--- config.mk ---
export PLATFORM = sky130hd
export DESIGN_NAME = dac_dual_mode_control_port
export DESIGN_NICKNAME = d
export VERILOG_FILES = /design/src/core/dac_ctrl_pkg.sv /design/src/core/dac_dual_mode_control_port.sv /design/src/core/pin_sync.sv /design/src/core/setting_bank.sv
export SDC_FILE = /design/constraint.sdc
export NUM_CORES = 1
export LEC_CHECK = 0
export ABC_CLOCK_PERIOD_IN_PS = 2400
export CELL_PAD_IN_SITES_DETAIL_PLACEMENT = 2
export CELL_PAD_IN_SITES_GLOBAL_PLACEMENT = 2
export CORE_MARGIN = 2
export CORE_UTILIZATION = 44
export DETAILED_ROUTE_END_ITERATION = 10
export DONT_BUFFER_PORTS = 1
export MAX_ROUTING_LAYER = met4
export PLACE_DENSITY_LB_ADDON = 0.1
export SYNTH_ARGS = -nofsm -noshare
export SYNTH_HDL_FRONTEND = slang
export SYNTH_SLANG_ARGS = --single-unit
export TNS_END_PERCENT = 10
--- constraint.sdc ---
create_clock -name ref_clk -period 2.4 [get_ports ref_clk]
set_input_delay 0.12 -clock ref_clk [delete_from_list [all_inputs] [get_ports ref_clk]]
set_output_delay 0.12 -clock ref_clk [all_outputs]
set_load 0.005 [all_outputs]
--- src/core/dac_ctrl_pkg.sv ---
// Purpose: Shared constants and state carriers for the dual-mode control port
// Assumes: Eight 8-bit setting registers behind a 3-bit pointer index
// Notes: State types follow the one-struct-per-module style
package dac_ctrl_pkg;

  // Setting bank geometry
  localparam int REG_COUNT = 8;
  localparam int IDX_W = 3;
  localparam int BYTE_W = 8;

  // Chip addresses: fixed in four-wire mode, upper bits only in two-wire mode
  localparam logic [6:0] FOUR_WIRE_ADDR = 7'h10;
  localparam logic [4:0] TWO_WIRE_ADDR_HI = 5'h04;

  // Pointer byte layout and reset values
  localparam int PTR_ADVANCE_BIT = 7;
  localparam int PTR_IDX_LSB = 0;
  localparam logic [IDX_W-1:0] PTR_IDX_RESET = 3'h1;
  localparam logic PTR_ADVANCE_RESET = 1'b0;
  localparam logic [BYTE_W-1:0] SETTING_RESET = 8'h00;

  // Bit counter figures
  localparam logic [2:0] BIT_FIRST = 3'h0;
  localparam logic [2:0] BIT_LAST = 3'h7;
  localparam logic [2:0] BIT_STEP = 3'h1;

  // Synchronised pin group
  localparam int PIN_COUNT = 4;

  typedef enum logic [2:0] {
    ST_IDLE,
    ST_ADDR,
    ST_PTR,
    ST_WDATA,
    ST_RDATA,
    ST_ACK,
    ST_MACK,
    ST_IGNORE
  } port_state_t;

  // Synchronised pin levels
  typedef struct packed {
    logic clk;
    logic sda;
    logic sel;
    logic din;
  } pins_t;

  // Whole state of the control port
  typedef struct packed {
    logic fourWire;
    port_state_t state;
    port_state_t afterAck;
    logic [2:0] bitCnt;
    logic [BYTE_W-1:0] shiftIn;
    logic [BYTE_W-1:0] txByte;
    logic [IDX_W-1:0] ptrIdx;
    logic ptrAdvance;
    logic ackPhase;
    logic clkPrev;
    logic sdaPrev;
    logic selPrev;
    logic dout;
    logic doe;
    logic wrEn;
    logic [IDX_W-1:0] wrIdx;
    logic [BYTE_W-1:0] wrData;
  } port_reg_t;

  // Whole state of the setting bank
  typedef struct packed {
    logic [REG_COUNT-1:0][BYTE_W-1:0] regs;
  } bank_reg_t;

endpackage : dac_ctrl_pkg

--- src/core/dac_dual_mode_control_port.sv ---
// Purpose: Slave control port working in four-wire select-framed or two-wire mode
// Assumes: Host pins are sampled by ref_clk; host clock far slower than ref_clk
// Notes: Settings registers live in setting_bank; pins pass two flip-flops first
`timescale 1ns/10ps
module dac_dual_mode_control_port
  import dac_ctrl_pkg::*;
(
  input wire logic ref_clk,
  input wire logic resetn,
  input wire logic controlBitClock,
  input wire logic addressStrapLow,
  input wire logic controlSerialIn,
  input wire logic dataLineIn,
  output logic dataLineOut,
  output logic dataLineOe,
  output logic fourWireMode,
  output logic [REG_COUNT*BYTE_W-1:0] settings
);

  port_reg_t port_reg;
  port_reg_t port_next;
  pins_t pinsSync;
  logic [BYTE_W-1:0] rdData;

  // Every host pin is asynchronous to ref_clk, so all four are synchronised
  pin_sync #(
    .WIDTH(PIN_COUNT)
  ) u_pin_sync (
    .ref_clk(ref_clk),
    .resetn(resetn),
    .pinsAsync({controlBitClock, dataLineIn, addressStrapLow, controlSerialIn}),
    .pinsSync(pinsSync)
  );

  // Settings written by the host; read port follows the pointer
  setting_bank u_setting_bank (
    .ref_clk(ref_clk),
    .resetn(resetn),
    .wrEn(port_reg.wrEn),
    .wrIdx(port_reg.wrIdx),
    .wrData(port_reg.wrData),
    .rdIdx(port_reg.ptrIdx),
    .rdData(rdData),
    .settings(settings)
  );

  // Whole port behaviour; host clock edges are found by comparing samples
  always_comb begin
    logic clkRise;
    logic clkFall;
    logic startCond;
    logic stopCond;
    logic bitIn;
    logic byteEnd;
    logic [BYTE_W-1:0] rxByte;
    port_next = port_reg;
    clkRise = pinsSync.clk & ~port_reg.clkPrev;
    clkFall = ~pinsSync.clk & port_reg.clkPrev;
    startCond = pinsSync.clk & port_reg.clkPrev & port_reg.sdaPrev & ~pinsSync.sda;
    stopCond = pinsSync.clk & port_reg.clkPrev & ~port_reg.sdaPrev & pinsSync.sda;
    bitIn = port_reg.fourWire ? pinsSync.din : pinsSync.sda;
    rxByte = {port_reg.shiftIn[BYTE_W-2:0], bitIn};
    byteEnd = clkRise && (port_reg.bitCnt == BIT_LAST);
    port_next.wrEn = 1'b0;
    port_next.clkPrev = pinsSync.clk;
    port_next.sdaPrev = pinsSync.sda;
    port_next.selPrev = pinsSync.sel;

    // Sticky mode switch; only reset clears it
    if (port_reg.selPrev && !pinsSync.sel) begin
      port_next.fourWire = 1'b1;
    end

    if (port_reg.fourWire) begin
      // Four-wire: select high ends any frame and frees the output
      port_next.dout = port_reg.dout;
      if (pinsSync.sel) begin
        port_next.state = ST_IDLE;
        port_next.bitCnt = BIT_FIRST;
        port_next.doe = 1'b0;
      end else begin
        if (port_reg.state == ST_IDLE) begin
          port_next.state = ST_ADDR;
          port_next.bitCnt = BIT_FIRST; // Mode switch may land mid-byte of a two-wire frame
          port_next.doe = 1'b1;
        end
        if (clkRise && port_reg.state != ST_IDLE) begin
          port_next.shiftIn = rxByte;
          port_next.bitCnt = port_reg.bitCnt + BIT_STEP;
        end
        if (byteEnd) begin
          case (port_reg.state)
            ST_ADDR: begin
              if (rxByte[BYTE_W-1:1] == FOUR_WIRE_ADDR) begin
                if (rxByte[0]) begin
                  port_next.state = ST_RDATA;
                  port_next.txByte = rdData;
                  port_next.dout = rdData[BYTE_W-1];
                end else begin
                  port_next.state = ST_PTR;
                end
              end else begin
                port_next.state = ST_IGNORE;
              end
            end
            ST_PTR: begin
              port_next.ptrIdx = rxByte[PTR_IDX_LSB +: IDX_W];
              port_next.ptrAdvance = rxByte[PTR_ADVANCE_BIT];
              port_next.state = ST_WDATA;
            end
            ST_WDATA: begin
              port_next.wrEn = 1'b1;
              port_next.wrIdx = port_reg.ptrIdx;
              port_next.wrData = rxByte;
              if (port_reg.ptrAdvance) begin
                port_next.ptrIdx = port_reg.ptrIdx + 3'h1;
              end
            end
            ST_RDATA: begin
              if (port_reg.ptrAdvance) begin
                port_next.ptrIdx = port_reg.ptrIdx + 3'h1;
              end
            end
            default: begin
            end
          endcase
        end
        // Read data changes on falling edges so it is stable at the host's rise
        if (clkFall && port_reg.state == ST_RDATA) begin
          if (port_reg.bitCnt == BIT_FIRST) begin
            port_next.txByte = rdData;
            port_next.dout = rdData[BYTE_W-1];
          end else begin
            port_next.txByte = {port_reg.txByte[BYTE_W-2:0], 1'b0};
            port_next.dout = port_reg.txByte[BYTE_W-2];
          end
        end
      end
    end else begin
      // Two-wire: open drain, data line only ever pulled low; no select used
      port_next.dout = 1'b0;
      if (startCond) begin
        port_next.state = ST_ADDR;
        port_next.bitCnt = BIT_FIRST;
        port_next.doe = 1'b0;
        port_next.ackPhase = 1'b0;
      end else if (stopCond) begin
        port_next.state = ST_IDLE;
        port_next.doe = 1'b0;
      end else begin
        case (port_reg.state)
          ST_ADDR, ST_PTR, ST_WDATA: begin
            if (clkRise) begin
              port_next.shiftIn = rxByte;
              port_next.bitCnt = port_reg.bitCnt + BIT_STEP;
            end
            if (byteEnd) begin
              port_next.state = ST_ACK;
              port_next.ackPhase = 1'b0;
              if (port_reg.state == ST_ADDR) begin
                // Low address bits come from the static strap levels
                if (rxByte[BYTE_W-1:1] == {TWO_WIRE_ADDR_HI, pinsSync.din, pinsSync.sel}) begin
                  port_next.afterAck = rxByte[0] ? ST_RDATA : ST_PTR;
                end else begin
                  port_next.state = ST_IGNORE;
                end
              end else if (port_reg.state == ST_PTR) begin
                port_next.ptrIdx = rxByte[PTR_IDX_LSB +: IDX_W];
                port_next.ptrAdvance = rxByte[PTR_ADVANCE_BIT];
                port_next.afterAck = ST_WDATA;
              end else begin
                port_next.wrEn = 1'b1;
                port_next.wrIdx = port_reg.ptrIdx;
                port_next.wrData = rxByte;
                port_next.afterAck = ST_WDATA;
                if (port_reg.ptrAdvance) begin
                  port_next.ptrIdx = port_reg.ptrIdx + 3'h1;
                end
              end
            end
          end
          ST_ACK: begin
            // First fall pulls the line low, second fall releases or starts data
            if (clkFall) begin
              if (!port_reg.ackPhase) begin
                port_next.ackPhase = 1'b1;
                port_next.doe = 1'b1;
              end else begin
                port_next.ackPhase = 1'b0;
                port_next.state = port_reg.afterAck;
                port_next.bitCnt = BIT_FIRST;
                if (port_reg.afterAck == ST_RDATA) begin
                  port_next.txByte = rdData;
                  port_next.doe = ~rdData[BYTE_W-1];
                end else begin
                  port_next.doe = 1'b0;
                end
              end
            end
          end
          ST_RDATA: begin
            if (clkRise) begin
              port_next.bitCnt = port_reg.bitCnt + BIT_STEP;
              if (port_reg.bitCnt == BIT_LAST) begin
                port_next.state = ST_MACK;
                port_next.ackPhase = 1'b0;
                if (port_reg.ptrAdvance) begin
                  port_next.ptrIdx = port_reg.ptrIdx + 3'h1;
                end
              end
            end
            if (clkFall && port_reg.bitCnt != BIT_FIRST) begin
              port_next.txByte = {port_reg.txByte[BYTE_W-2:0], 1'b0};
              port_next.doe = ~port_reg.txByte[BYTE_W-2];
            end
          end
          ST_MACK: begin
            // Host acknowledge: low keeps reading, high ends the read
            if (clkFall) begin
              if (!port_reg.ackPhase) begin
                port_next.doe = 1'b0;
              end else begin
                port_next.ackPhase = 1'b0;
                port_next.state = ST_RDATA;
                port_next.bitCnt = BIT_FIRST;
                port_next.txByte = rdData;
                port_next.doe = ~rdData[BYTE_W-1];
              end
            end
            if (clkRise) begin
              if (pinsSync.sda) begin
                port_next.state = ST_IGNORE;
              end else begin
                port_next.ackPhase = 1'b1;
              end
            end
          end
          default: begin
            port_next.doe = 1'b0;
          end
        endcase
      end
    end
  end

  // Register the whole state; pointer index resets to its documented default
  always_ff @(posedge ref_clk or negedge resetn) begin
    if (!resetn) begin
      port_reg <= '0;
      port_reg.state <= ST_IDLE;
      port_reg.afterAck <= ST_IDLE;
      port_reg.ptrIdx <= PTR_IDX_RESET;
      port_reg.ptrAdvance <= PTR_ADVANCE_RESET;
    end else begin
      port_reg <= port_next;
    end
  end

  assign dataLineOut = port_reg.dout;
  assign dataLineOe = port_reg.doe;
  assign fourWireMode = port_reg.fourWire;

endmodule : dac_dual_mode_control_port

--- src/core/pin_sync.sv ---
// Purpose: Two-stage synchroniser for a group of asynchronous pins
// Assumes: Pins are slow against ref_clk
// Notes: Only the second stage is visible outside
`timescale 1ns/10ps
module pin_sync #(
  parameter int WIDTH = 4
) (
  input wire logic ref_clk,
  input wire logic resetn,
  input wire logic [WIDTH-1:0] pinsAsync,
  output logic [WIDTH-1:0] pinsSync
);

  typedef struct packed {
    logic [WIDTH-1:0] stage2;
    logic [WIDTH-1:0] stage1;
  } sync_reg_t;

  sync_reg_t sync_reg;
  sync_reg_t sync_next;

  // Refuse an empty group
  if (WIDTH < 1) begin : g_bad_width
    $error("pin_sync needs at least one pin");
  end

  // First stage feeds only the second stage, to keep metastability contained
  for (genvar i = 0; i < WIDTH; i++) begin : g_bit
    assign sync_next.stage1[i] = pinsAsync[i];
    assign sync_next.stage2[i] = sync_reg.stage1[i];
  end

  // Both stages clear to low under reset
  always_ff @(posedge ref_clk or negedge resetn) begin
    if (!resetn) begin
      sync_reg <= '0;
    end else begin
      sync_reg <= sync_next;
    end
  end

  assign pinsSync = sync_reg.stage2;

endmodule : pin_sync

--- src/core/setting_bank.sv ---
// Purpose: Register bank holding the settings loaded through the control port
// Assumes: One write per cycle, single combinational read port
// Notes: Contents leave straight from flip-flops
`timescale 1ns/10ps
module setting_bank
  import dac_ctrl_pkg::*;
(
  input wire logic ref_clk,
  input wire logic resetn,
  input wire logic wrEn,
  input wire logic [IDX_W-1:0] wrIdx,
  input wire logic [BYTE_W-1:0] wrData,
  input wire logic [IDX_W-1:0] rdIdx,
  output logic [BYTE_W-1:0] rdData,
  output logic [REG_COUNT*BYTE_W-1:0] settings
);

  bank_reg_t bank_reg;
  bank_reg_t bank_next;

  // Single write port
  always_comb begin
    bank_next = bank_reg;
    if (wrEn) begin
      bank_next.regs[wrIdx] = wrData;
    end
  end

  always_ff @(posedge ref_clk or negedge resetn) begin
    if (!resetn) begin
      bank_reg <= {REG_COUNT{SETTING_RESET}};
    end else begin
      bank_reg <= bank_next;
    end
  end

  assign rdData = bank_reg.regs[rdIdx];
  assign settings = bank_reg.regs;

endmodule : setting_bank

### After elaboration in Yosys (flattened, before gate mapping)

Cells that the tools add are included.

| operators by class | value |
|---|---|
| add/sub/neg operators | 2 |
| magnitude comparators | 3 |
| reduce and logical (&&, ||, !) cells | 32 |
| bitwise logic cells | 16 |
| multiplexer cells | 103 |
| equal/unequal tests | 54 |

Operators by type and width:

| cell | number |
|---|---|
| 12-bit two-way mux | 10 |
| 8-bit two-way mux | 14 |
| 3-bit two-way mux | 29 |
| 64-bit bitwise mux | 1 |
| 20-bit two-way mux | 2 |
| 3-bit inequality test, second input constant | 13 |
| 5-bit inequality test, second input constant | 6 |
| 1-bit two-way mux | 28 |
| 8-bit binary-select mux with 3-bit select | 1 |
| 8-bit demux with 3-bit select | 1 |
| 24-bit two-way mux | 1 |
| 8-bit one-hot mux with 3 select lines | 1 |
| 6-bit AND reduction | 4 |
| 23-bit two-way mux | 1 |
| 11-bit two-way mux | 2 |
| 3-bit one-hot mux with 2 select lines | 3 |
| 3-bit == test, second input constant | 5 |
| 3-bit by 1-bit inequality test with 1-bit output, second input constant | 5 |
| 14-bit two-way mux | 1 |
| 2-bit inequality test, second input constant | 7 |
| 14-bit AND reduction | 1 |
| 7-bit AND reduction | 2 |
| 4-bit by 1-bit inequality test with 1-bit output, second input constant | 3 |
| 4-bit inequality test, second input constant | 3 |
| other kinds (32) | 66 |

| storage, ports and cells | value |
|---|---|
| register bits | 118 |
| word-level logic and storage cells | 237 |

### Logic depth before layout (Yosys ltp)

Gate-level depths: netlist of the first run.

| logic depth | value |
|---|---|
| depth after elaboration | 10 |
| mapped depth | 8 |

### Hierarchy

A second synthesis of the first run with hierarchy kept.

| second synthesis, totals | value |
|---|---|
| cells, all modules | 466 |
| area total of the unflattened synthesis | 5935.7 sq um |

By module, submodules not included:

| module | cells each | area each (sq um) | times used |
|---|---|---|---|
| setting_bank | 172 | 2992.9 | 1 |
| dac_dual_mode_control_port | 286 | 2742.6 | 1 |
| pin_sync | 8 | 200.2 | 1 |

### Worst setup path before layout of the first run

No wires, ideal clock.

| timing path | value |
|---|---|
| path type | reg-to-reg |
| start | register port_reg[21] (netlist bit) |
| end | register port_reg[27] (netlist bit) |
| data arrival time | 1984 ps |
| path slack | 291 ps |
| period minus slack after synthesis | 2109 ps |
| cell stages (with the launch flop) | 7 |
| required time | 2275 ps |
| cell sequence | dfrtp_1 clkbuf_1 buf_1 mux4_2 mux2_2 mux2_2 mux2_4 |

| on the way | value |
|---|---|
| longest elaborated chain between the ends | 9 |

RTL lines:

| element | RTL line | source |
|---|---|---|
| from (decl) | dac_dual_mode_control_port.sv:20 | `port_reg_t port_reg;` |
| from (signal assigned) | dac_dual_mode_control_port.sv:255 | `port_reg <= port_next;` |
| 8-bit binary-select mux with 3-bit select (*) | setting_bank.sv:37 | `assign rdData = bank_reg.regs[rdIdx];` |
| 8-bit two-way mux (not written as such) (*) | setting_bank.sv:37 |  |
| 8-bit two-way mux, on equally long branches | dac_dual_mode_control_port.sv:192, dac_dual_mode_control_port.sv:95 |  |
| 8-bit two-way mux, on equally long branches | dac_dual_mode_control_port.sv:185, dac_dual_mode_control_port.sv:94 |  |
| 8-bit two-way mux, on equally long branches | dac_dual_mode_control_port.sv:184, dac_dual_mode_control_port.sv:92 |  |
| 8-bit one-hot mux with 3 select lines or 12-bit two-way mux (tied branches) | dac_dual_mode_control_port.sv:151, dac_dual_mode_control_port.sv:91 |  |
| 24-bit two-way mux or 8-bit two-way mux (tied branches) | dac_dual_mode_control_port.sv:147, dac_dual_mode_control_port.sv:129 |  |
| 20-bit two-way mux, on equally long branches | dac_dual_mode_control_port.sv:142, dac_dual_mode_control_port.sv:77 |  |
| 23-bit two-way mux (*) | dac_dual_mode_control_port.sv:74 | `if (port_reg.fourWire) begin` |

Mark *: on every way between the ends. The rest lies on a longest branch, timed or not. The select of a mux whose other input is x is not followed.
A chain may end at the register's enable or synchronous reset.

### Worst setup path after layout of the first run

| timing path | value |
|---|---|
| start | register port_reg[39] (netlist bit) |
| end | register port_reg[23] (netlist bit) |

| on the way | value |
|---|---|
| longest elaborated chain between the ends | 5 |

RTL lines:

| element |
|---|
| parallel branches: the longest is 5 deep, another holds 14-bit AND reduction |

Several ways; the timed one is not identified. The select of a mux whose other input is x is not followed.

==> results of run 1 <==
worst register-to-register path: cells and delay by family (launching register included):
| family | cells | cell delay, ns |
|---|---|---|
| compound gates | 2 | 0.48 |
| mux | 1 | 0.35 |
| flops | 1 | 0.36 |
| fa+ha+maj | 2 | 0.34 |
| buf+inv | 1 | 0.17 |
| simple gates | 2 | 0.41 |
how the worst max path moves through the flow:
stage	start	endpoint	slack [ns]	depth (start not counted)
5_1_grt	port_reg[39]$_DFFE_PN0P_	port_reg[24]$_DFFE_PN0P_	0.02	8
4_1_cts	port_reg[39]$_DFFE_PN0P_	port_reg[23]$_DFFE_PN0P_	0.14	8
3_3_place_gp	port_reg[38]$_DFFE_PN0P_	port_reg[26]$_DFFE_PN0P_	0.24	8
6_report	port_reg[39]$_DFFE_PN0P_	port_reg[23]$_DFFE_PN0P_	0.19	8
2_1_floorplan	port_reg[21]$_DFFE_PN0P_	port_reg[27]$_DFFE_PN0P_	0.29	6
3_5_place_dp	port_reg[39]$_DFFE_PN0P_	port_reg[23]$_DFFE_PN0P_	0.16	8
cells in the mapped netlist (2+ instances only):
master	number	area, um2
a211oi_1	2	15.0
nor2b_1	4	25.0
inv_1	15	56.3
or4_1	2	15.0
nor3_1	8	40.0
mux4_2	2	45.0
dfrtp_1	117	2930
nor3b_1	2	15.0
buf_2	5	25.0
a21boi_0	2	15.0
o31ai_1	5	37.5
mux2i_1	13	130
ha_1	4	50.1
a22oi_1	3	22.5
a21o_1	3	22.5
clkbuf_1	12	45.0
nor3b_2	2	25.0
mux2_4	2	30.0
a31oi_1	4	25.0
buf_1	3	11.3
nand2_1	27	101
nand4_1	2	12.5
mux4_1	14	368
buf_6	2	22.5
o211ai_1	3	22.5
nor3_2	2	20.0
o21ai_0	16	80.1
nand2b_1	8	50.1
mux2_1	3	33.8
or3_1	2	12.5
o21ai_1	2	10.0
nand4b_1	3	26.3
xnor2_1	4	35.0
o21bai_1	2	15.0
o22ai_1	3	18.8
o211a_1	2	20.0
nor2_1	16	60.1
a21oi_1	9	45.0
nand3_1	6	30.0
and4b_1	2	20.0
nand3b_1	4	30.0
mux2_2	88	991
power by group:
part | switching, mW | internal, mW | leakage [nW]
clock network | 0.988 | 1.70 | 0.301
registers | 0.0448 | 2.02 | 1.61
logic | 0.0960 | 0.0742 | 1.35
total | 1.13 | 3.80 | 3.26
kinds of logic after synthesis:
family | after synthesis
compound gates | 72
xor+xnor | 4
fa+ha+maj | 5
buf+inv | 39
flops | 118
mux | 122
simple gates | 102
per-layer routing:
metal  track usage [%]  up-vias  wire (um)  share of wire, %
met5                 -        -          0                 0
li1                  -     1795          -                 -
met1              37.4     2215       8260                45
met4              7.28        0        159              0.86
met2              44.3      104       9180                50
met3              6.08       15        892               4.8
per-stage QoR:
step / total power [mW] / cell area (um2)
3_5_place_dp: 2.26 / 6270
3_3_place_gp: 2.26 / 6270
6_report: 4.93 / 6940
4_1_cts: 4.97 / 6930
5_1_grt: 5.07 / 6940
2_1_floorplan: 2.19 / 5910
placed cells by master, fill, tap and decap left out, types with 3 or more instances in the layout:
cell / count
nand3_1: 6
a21oi_1: 9
bufinv_16: 3
nand2_1: 27
mux4_1: 14
o21ai_0: 16
mux2_2: 88
nand2b_1: 8
nor2b_1: 4
inv_1: 15
mux2i_1: 13
o22ai_1: 3
o31ai_1: 4
nor3_1: 7
ha_1: 4
a21o_1: 3
nand3b_1: 4
buf_4: 34
mux2_1: 3
inv_6: 3
a31oi_1: 4
a22oi_1: 3
o211ai_1: 3
nand4b_1: 3
nor2_1: 16
dfrtp_1: 117
xnor2_1: 4
clkinv_4: 4
nor3_2: 3
dlygate4sd3_1: 4
clkbuf_16: 17
area by class of cell:
cell class	instances	area, um2	area share (%)
Sequential cell	118	2950	42.6
Multi-Input combinational cell	305	2790	40.2
Clock buffer	19	453	6.53
Timing Repair Buffer	38	295	4.26
Tap cell	176	220	3.17
Clock inverter	13	171	2.47
Inverter	15	56.3	0.812
what timing repair did:
action                                 in CTS  in global routing
resized for setup                           0                  1
endpoints found under the hold margin     122                118
setup endpoints to repair                   0                  4
==> results.py, run 1 <==
metrics = {
    "clock_network": {
        "clock_path_buffers": 2,
        "cts_hold_buf": 4,
        "numCtsBuffers": 17,
        "insertion_delay_ns": 0.43,
        "cts_tree": "yes",
        "h-tree-depth": 4,
        "clkTransAtPathRegs_ns": 0.06,
        "cts_root_buf": "clkbuf_16",
        "post_cts_buffers": 0,
        "cts_sinks": 118,
    },
    "yosys": {
        "synth-compound-area-share_pct": 8.31,
        "synthAdderAreaFrac_pct": 1.02,
        "yosysWarnings": 0,
        "seq_area_frac_synth_pct": 49.9,
        "synthSimpleGateAreaFrac_pct": 10.0,
        "synth.distinct_cells": 74,
        "synth_top_family_by_area": "multiplexers",
        "synth_edf_count": 0,
        "synth-xor-area-share_pct": 0.592,
        "synth.area.mux_share_pct": 27.0,
        "synth_flop_cell": "dfrtp_1",
        "synth_area_um2": 5910,
        "async_flop_share_pct": 100,
        "synth_area_per_cell_um2": 12.8,
        "synth_cells": 462,
        "syn_nets": 472,
        "yosys_register_bits": 118,
    },
    "floorplan": {
        "design.core.area_um2": 13200,
        "die_h_um": 120,
        "initial_utilization_pct": 44.8,
        "die_width_um": 120,
        "die-area_um2": 14400,
        "rows": 42,
        "num_io_pins": 73,
    },
    "cells_and_area": {
        "drive_above_1_share_pct": 34.1,
        "nets": 505,
        "largest_reg_flops": 64,
        "area_growth_pct": 17.3,
        "fin_cells": 684,
        "fill_cells": 1229,
        "antennaDiodeCount": 0,
        "post-route-util_pct": 52.6,
    },
    "setup_path": {
        "worst-path-buf-inv": 1,
        "r2r_start": "port_reg[39]$_DFFE_PN0P_",
        "crit_path_end_kind": "flip-flop",
        "reg2reg_slack_ns": 0.19,
        "path_delay_family": "compound AO/OA/AOI/OAI gates",
        "critical_path_class": "reg2reg",
        "cpMaxStageDelayCell": "dfrtp_1",
        "reg2regPathDepth": 8,
        "cp.arrival_ns": 2.52,
        "cp_max_fo": 7,
        "worst_r2r_endpoint": "port_reg[23]$_DFFE_PN0P_",
        "worst_setup_path_start_kind": "flip-flop",
        "path_cells": "ha_1 -> ha_1 -> and4bb_2 -> nand2_1 -> o31ai_2 -> a32o_1 -> buf_4 -> mux2_2",
        "slowest_delay_ns": 0.36,
        "crit_required_ns": 2.71,
        "cpMostUsedCell": "ha_1",
    },
    "routing": {
        "drcViolationCount": 0,
        "antenna_left": 0,
        "routed-via-count": 4129,
        "wl_per_cell_um": 27.0,
        "drt_pass1_iterations": 5,
        "wl_mm": 18.5,
        "vias_per_cell": 6.04,
        "drt_iter0_markers": 238,
    },
    "sta": {
        "slew_headroom_pct": 60.0,
        "rsz0062_at_grt": "false",
        "hold_viol": 118,
        "timing.fmax_mhz": 451,
        "layout_setup_ws_ns": 0.185,
        "finClkSkew_ns": 0.0102,
        "period_share_pct": 92.3,
        "fin_crit_ns": 2.21,
        "worst_slew_pin_slew_ns": 0.592,
        "whs_ns": -0.609,
        "slew_viol_final": 0,
        "finalSetupViolCount": 0,
        "tns_ns": 0,
    },
    "grt": {
        "antenna_found_initial": 0,
        "grt_overflow": 0,
        "grt_pass1_vias": 4546,
        "grt_pass1_wl_mm": 28.8,
        "grt_max_degree": 119,
        "grt_use_total_pct": 28.2,
    },
    "status": {
        "status": "finished, violations left",
        "violations": "negative hold slack",
    },
    "pwr": {
        "p_leak_nw": 3.26,
        "vdd_ir_drop_max_uv": 707,
        "powerDensity_nw_per_um2": 710,
    },
    "placement": {
        "dp_slack_ns": 0.157,
        "post-place-cells": 648,
        "hpwl_mm": 12.4,
        "gp_routability_congestion": 0.917,
        "port_buffers": 0,
    },
    "hold_path": {
        "hp-class": "in2async",
    },
    "job": {
        "cap_violations": 0,
    },
}
No activity file was read; power rests on OpenSTA's default activity.
==> run 2, diff against run 1 <==
- CORE_ASPECT_RATIO: unset -> 0.7
- PLACE_DENSITY_LB_ADDON: 0.1 -> 0.12
==> run 2 against run 1 <==
  * The flow still finishes with violations (negative hold slack)
  * Cell count fell by 1.3%
  * Sequential power barely moved
  * Wire length rose by 5.9%
==> results.py, run 2 (same netlist as run 1, synthesis figures left out) <==
metrics = {
    "grt": {
        "busiest_layer": "met2",
        "antenna_found_initial": 0,
        "gr-usage-met3_pct": 7.98,
        "grt_pass1_wl_mm": 29.4,
        "grt_overflow": 0,
        "grtUsageMet1_pct": 38.9,
        "grtUsageMet2_pct": 44.2,
        "grt_use_total_pct": 29.3,
        "grt_pass1_vias": 4735,
        "grt_max_degree": 119,
    },
    "clock_network": {
        "post_cts_buffers": 0,
        "insertion_delay_ns": 0.43,
        "cts_hold_buf": 4,
        "cts_sinks": 118,
        "cts_tree": "yes",
        "cts_root_buf": "clkbuf_16",
        "clkTransAtPathRegs_ns": 0.05,
        "h-tree-depth": 4,
        "numCtsBuffers": 17,
        "clock_path_buffers": 2,
    },
    "setup_path": {
        "critical_path_class": "reg2reg",
        "cpMaxStageDelayCell": "dfrtp_1",
        "reg2regPathDepth": 8,
        "cp.arrival_ns": 2.64,
        "worst-path-buf-inv": 1,
        "worst_r2r_endpoint": "port_reg[23]$_DFFE_PN0P_",
        "cp_max_fo": 7,
        "slowest_delay_ns": 0.35,
        "r2r_start": "port_reg[38]$_DFFE_PN0P_",
        "crit_path_end_kind": "flip-flop",
        "path_cells": "ha_1 -> ha_2 -> and4bb_2 -> nand2_1 -> o31ai_4 -> a32o_1 -> buf_4 -> mux2_2",
        "crit_required_ns": 2.70,
        "path_delay_family": "compound AO/OA/AOI/OAI gates",
        "worst_setup_path_start_kind": "flip-flop",
        "reg2reg_slack_ns": 0.06,
        "critPathLaunch": "port_reg[38]$_DFFE_PN0P_",
    },
    "sta": {
        "period_share_pct": 97.6,
        "slew_viol_final": 0,
        "tns_ns": 0,
        "finalSetupViolCount": 0,
        "layout_setup_ws_ns": 0.0575,
        "slew_headroom_pct": 53.3,
        "finClkSkew_ns": 0.0158,
        "worst_slew_pin_slew_ns": 0.681,
        "whs_ns": -0.602,
        "hold_viol": 118,
        "fin_crit_ns": 2.34,
        "timing.fmax_mhz": 427,
    },
    "pwr": {
        "powerDensity_nw_per_um2": 706,
        "p_leak_nw": 3.25,
        "pwr-share-clk_pct": 53.9,
        "intPower_mw": 3.75,
        "swShare_pct": 23.4,
        "p_seq_share_pct": 42.4,
        "p_switching_mw": 1.15,
        "comb_power_share_pct": 3.7,
        "vdd_ir_drop_max_uv": 498,
    },
    "placement": {
        "dp_slack_ns": 0.0711,
        "hpwl_mm": 12.9,
        "port_buffers": 0,
        "gp_routability_congestion": 0.894,
        "dpl-instance-area_um2": 6280,
    },
    "routing": {
        "drt_pass1_iterations": 5,
        "drcViolationCount": 0,
        "routed-via-count": 4313,
        "antenna_left": 0,
        "wl_mm": 19.6,
        "drt_iter0_markers": 294,
        "wl_per_cell_um": 29.0,
        "vias_per_cell": 6.39,
    },
    "floorplan": {
        "die_h_um": 101,
        "initial_utilization_pct": 45.0,
        "num_io_pins": 73,
        "design.core.area_um2": 13100,
        "rows": 35,
        "die_width_um": 143,
        "die-area_um2": 14400,
    },
    "cells_and_area": {
        "design_area_um2": 6930,
        "final_common_cell": "dfrtp_1",
        "final_cell_mix": "dfrtp_1, mux2_2, buf_4, nand2_1, clkbuf_16",
        "drive_above_1_share_pct": 34.0,
        "largest_reg_flops": 64,
        "antennaDiodeCount": 0,
        "nets": 507,
        "area_growth_pct": 17.2,
    },
    "hold_path": {
        "hp-class": "in2async",
    },
    "status": {
        "violations": "negative hold slack",
        "status": "finished, violations left",
    },
    "job": {
        "cap_violations": 0,
    },
}
run 2: repair_timing:
item / 4_1_cts / 5_1_grt
resized for setup: 1 / 2
gates cloned: 0 / 0
hold endpoints to repair: 122 / 118
endpoints found under the setup margin: 5 / 6
run 2: routing by layer:
layer / part of all wire, % / vias to the layer above
met5: 0 / -
met4: 1.7 / 0
met3: 6.5 / 27
met2: 47 / 175
met1: 45 / 2304
li1: - / 1807
run 2: power by group through the flow:
| stage | sequential (mW) | combinational [mW] | clock [mW] |
|---|---|---|---|
| after floorplan | 2.09 | 0.106 | 0 |
| after global placement | 2.10 | 0.145 | 0 |
| after detailed placement | 2.11 | 0.155 | 0 |
| after CTS | 2.08 | 0.174 | 2.68 |
| after global routing | 2.08 | 0.189 | 2.75 |
| final | 2.08 | 0.180 | 2.64 |
run 2: how the worst max path moves through the flow:
stage	slack (ns)	end	cells past startpoint
finish	0.06	port_reg[23]$_DFFE_PN0P_	8
global route	-0.01	port_reg[23]$_DFFE_PN0P_	8
CTS	0.05	port_reg[23]$_DFFE_PN0P_	8
detailed placement	0.07	port_reg[25]$_DFFE_PN0P_	8
global placement	0.13	port_reg[26]$_DFFE_PN0P_	8
floorplan	0.29	port_reg[27]$_DFFE_PN0P_	6
run 2: area by class of cell:
cell class,instances,area (um2)
tap,166,208
fill,1249,6210
sequential,118,2950
clock buffer,19,443
inverter,15,56.3
timing repair buffer,40,323
multi-input combinational,305,2790
clock inverter,12,154
run 2: per-stage QoR:
| step | instances | hold WS, ns | utilization, % | power, mW |
|---|---|---|---|---|
| global placement | 640 | -0.172 | 47.8 | 2.25 |
| detailed placement | 640 | -0.172 | 47.8 | 2.26 |
| finish | 675 | -0.602 | 52.8 | 4.90 |
| floorplan | 462 | -0.176 | - | 2.19 |
| global route | 675 | -0.620 | 52.8 | 5.02 |
| CTS | 675 | -0.624 | 52.7 | 4.93 |
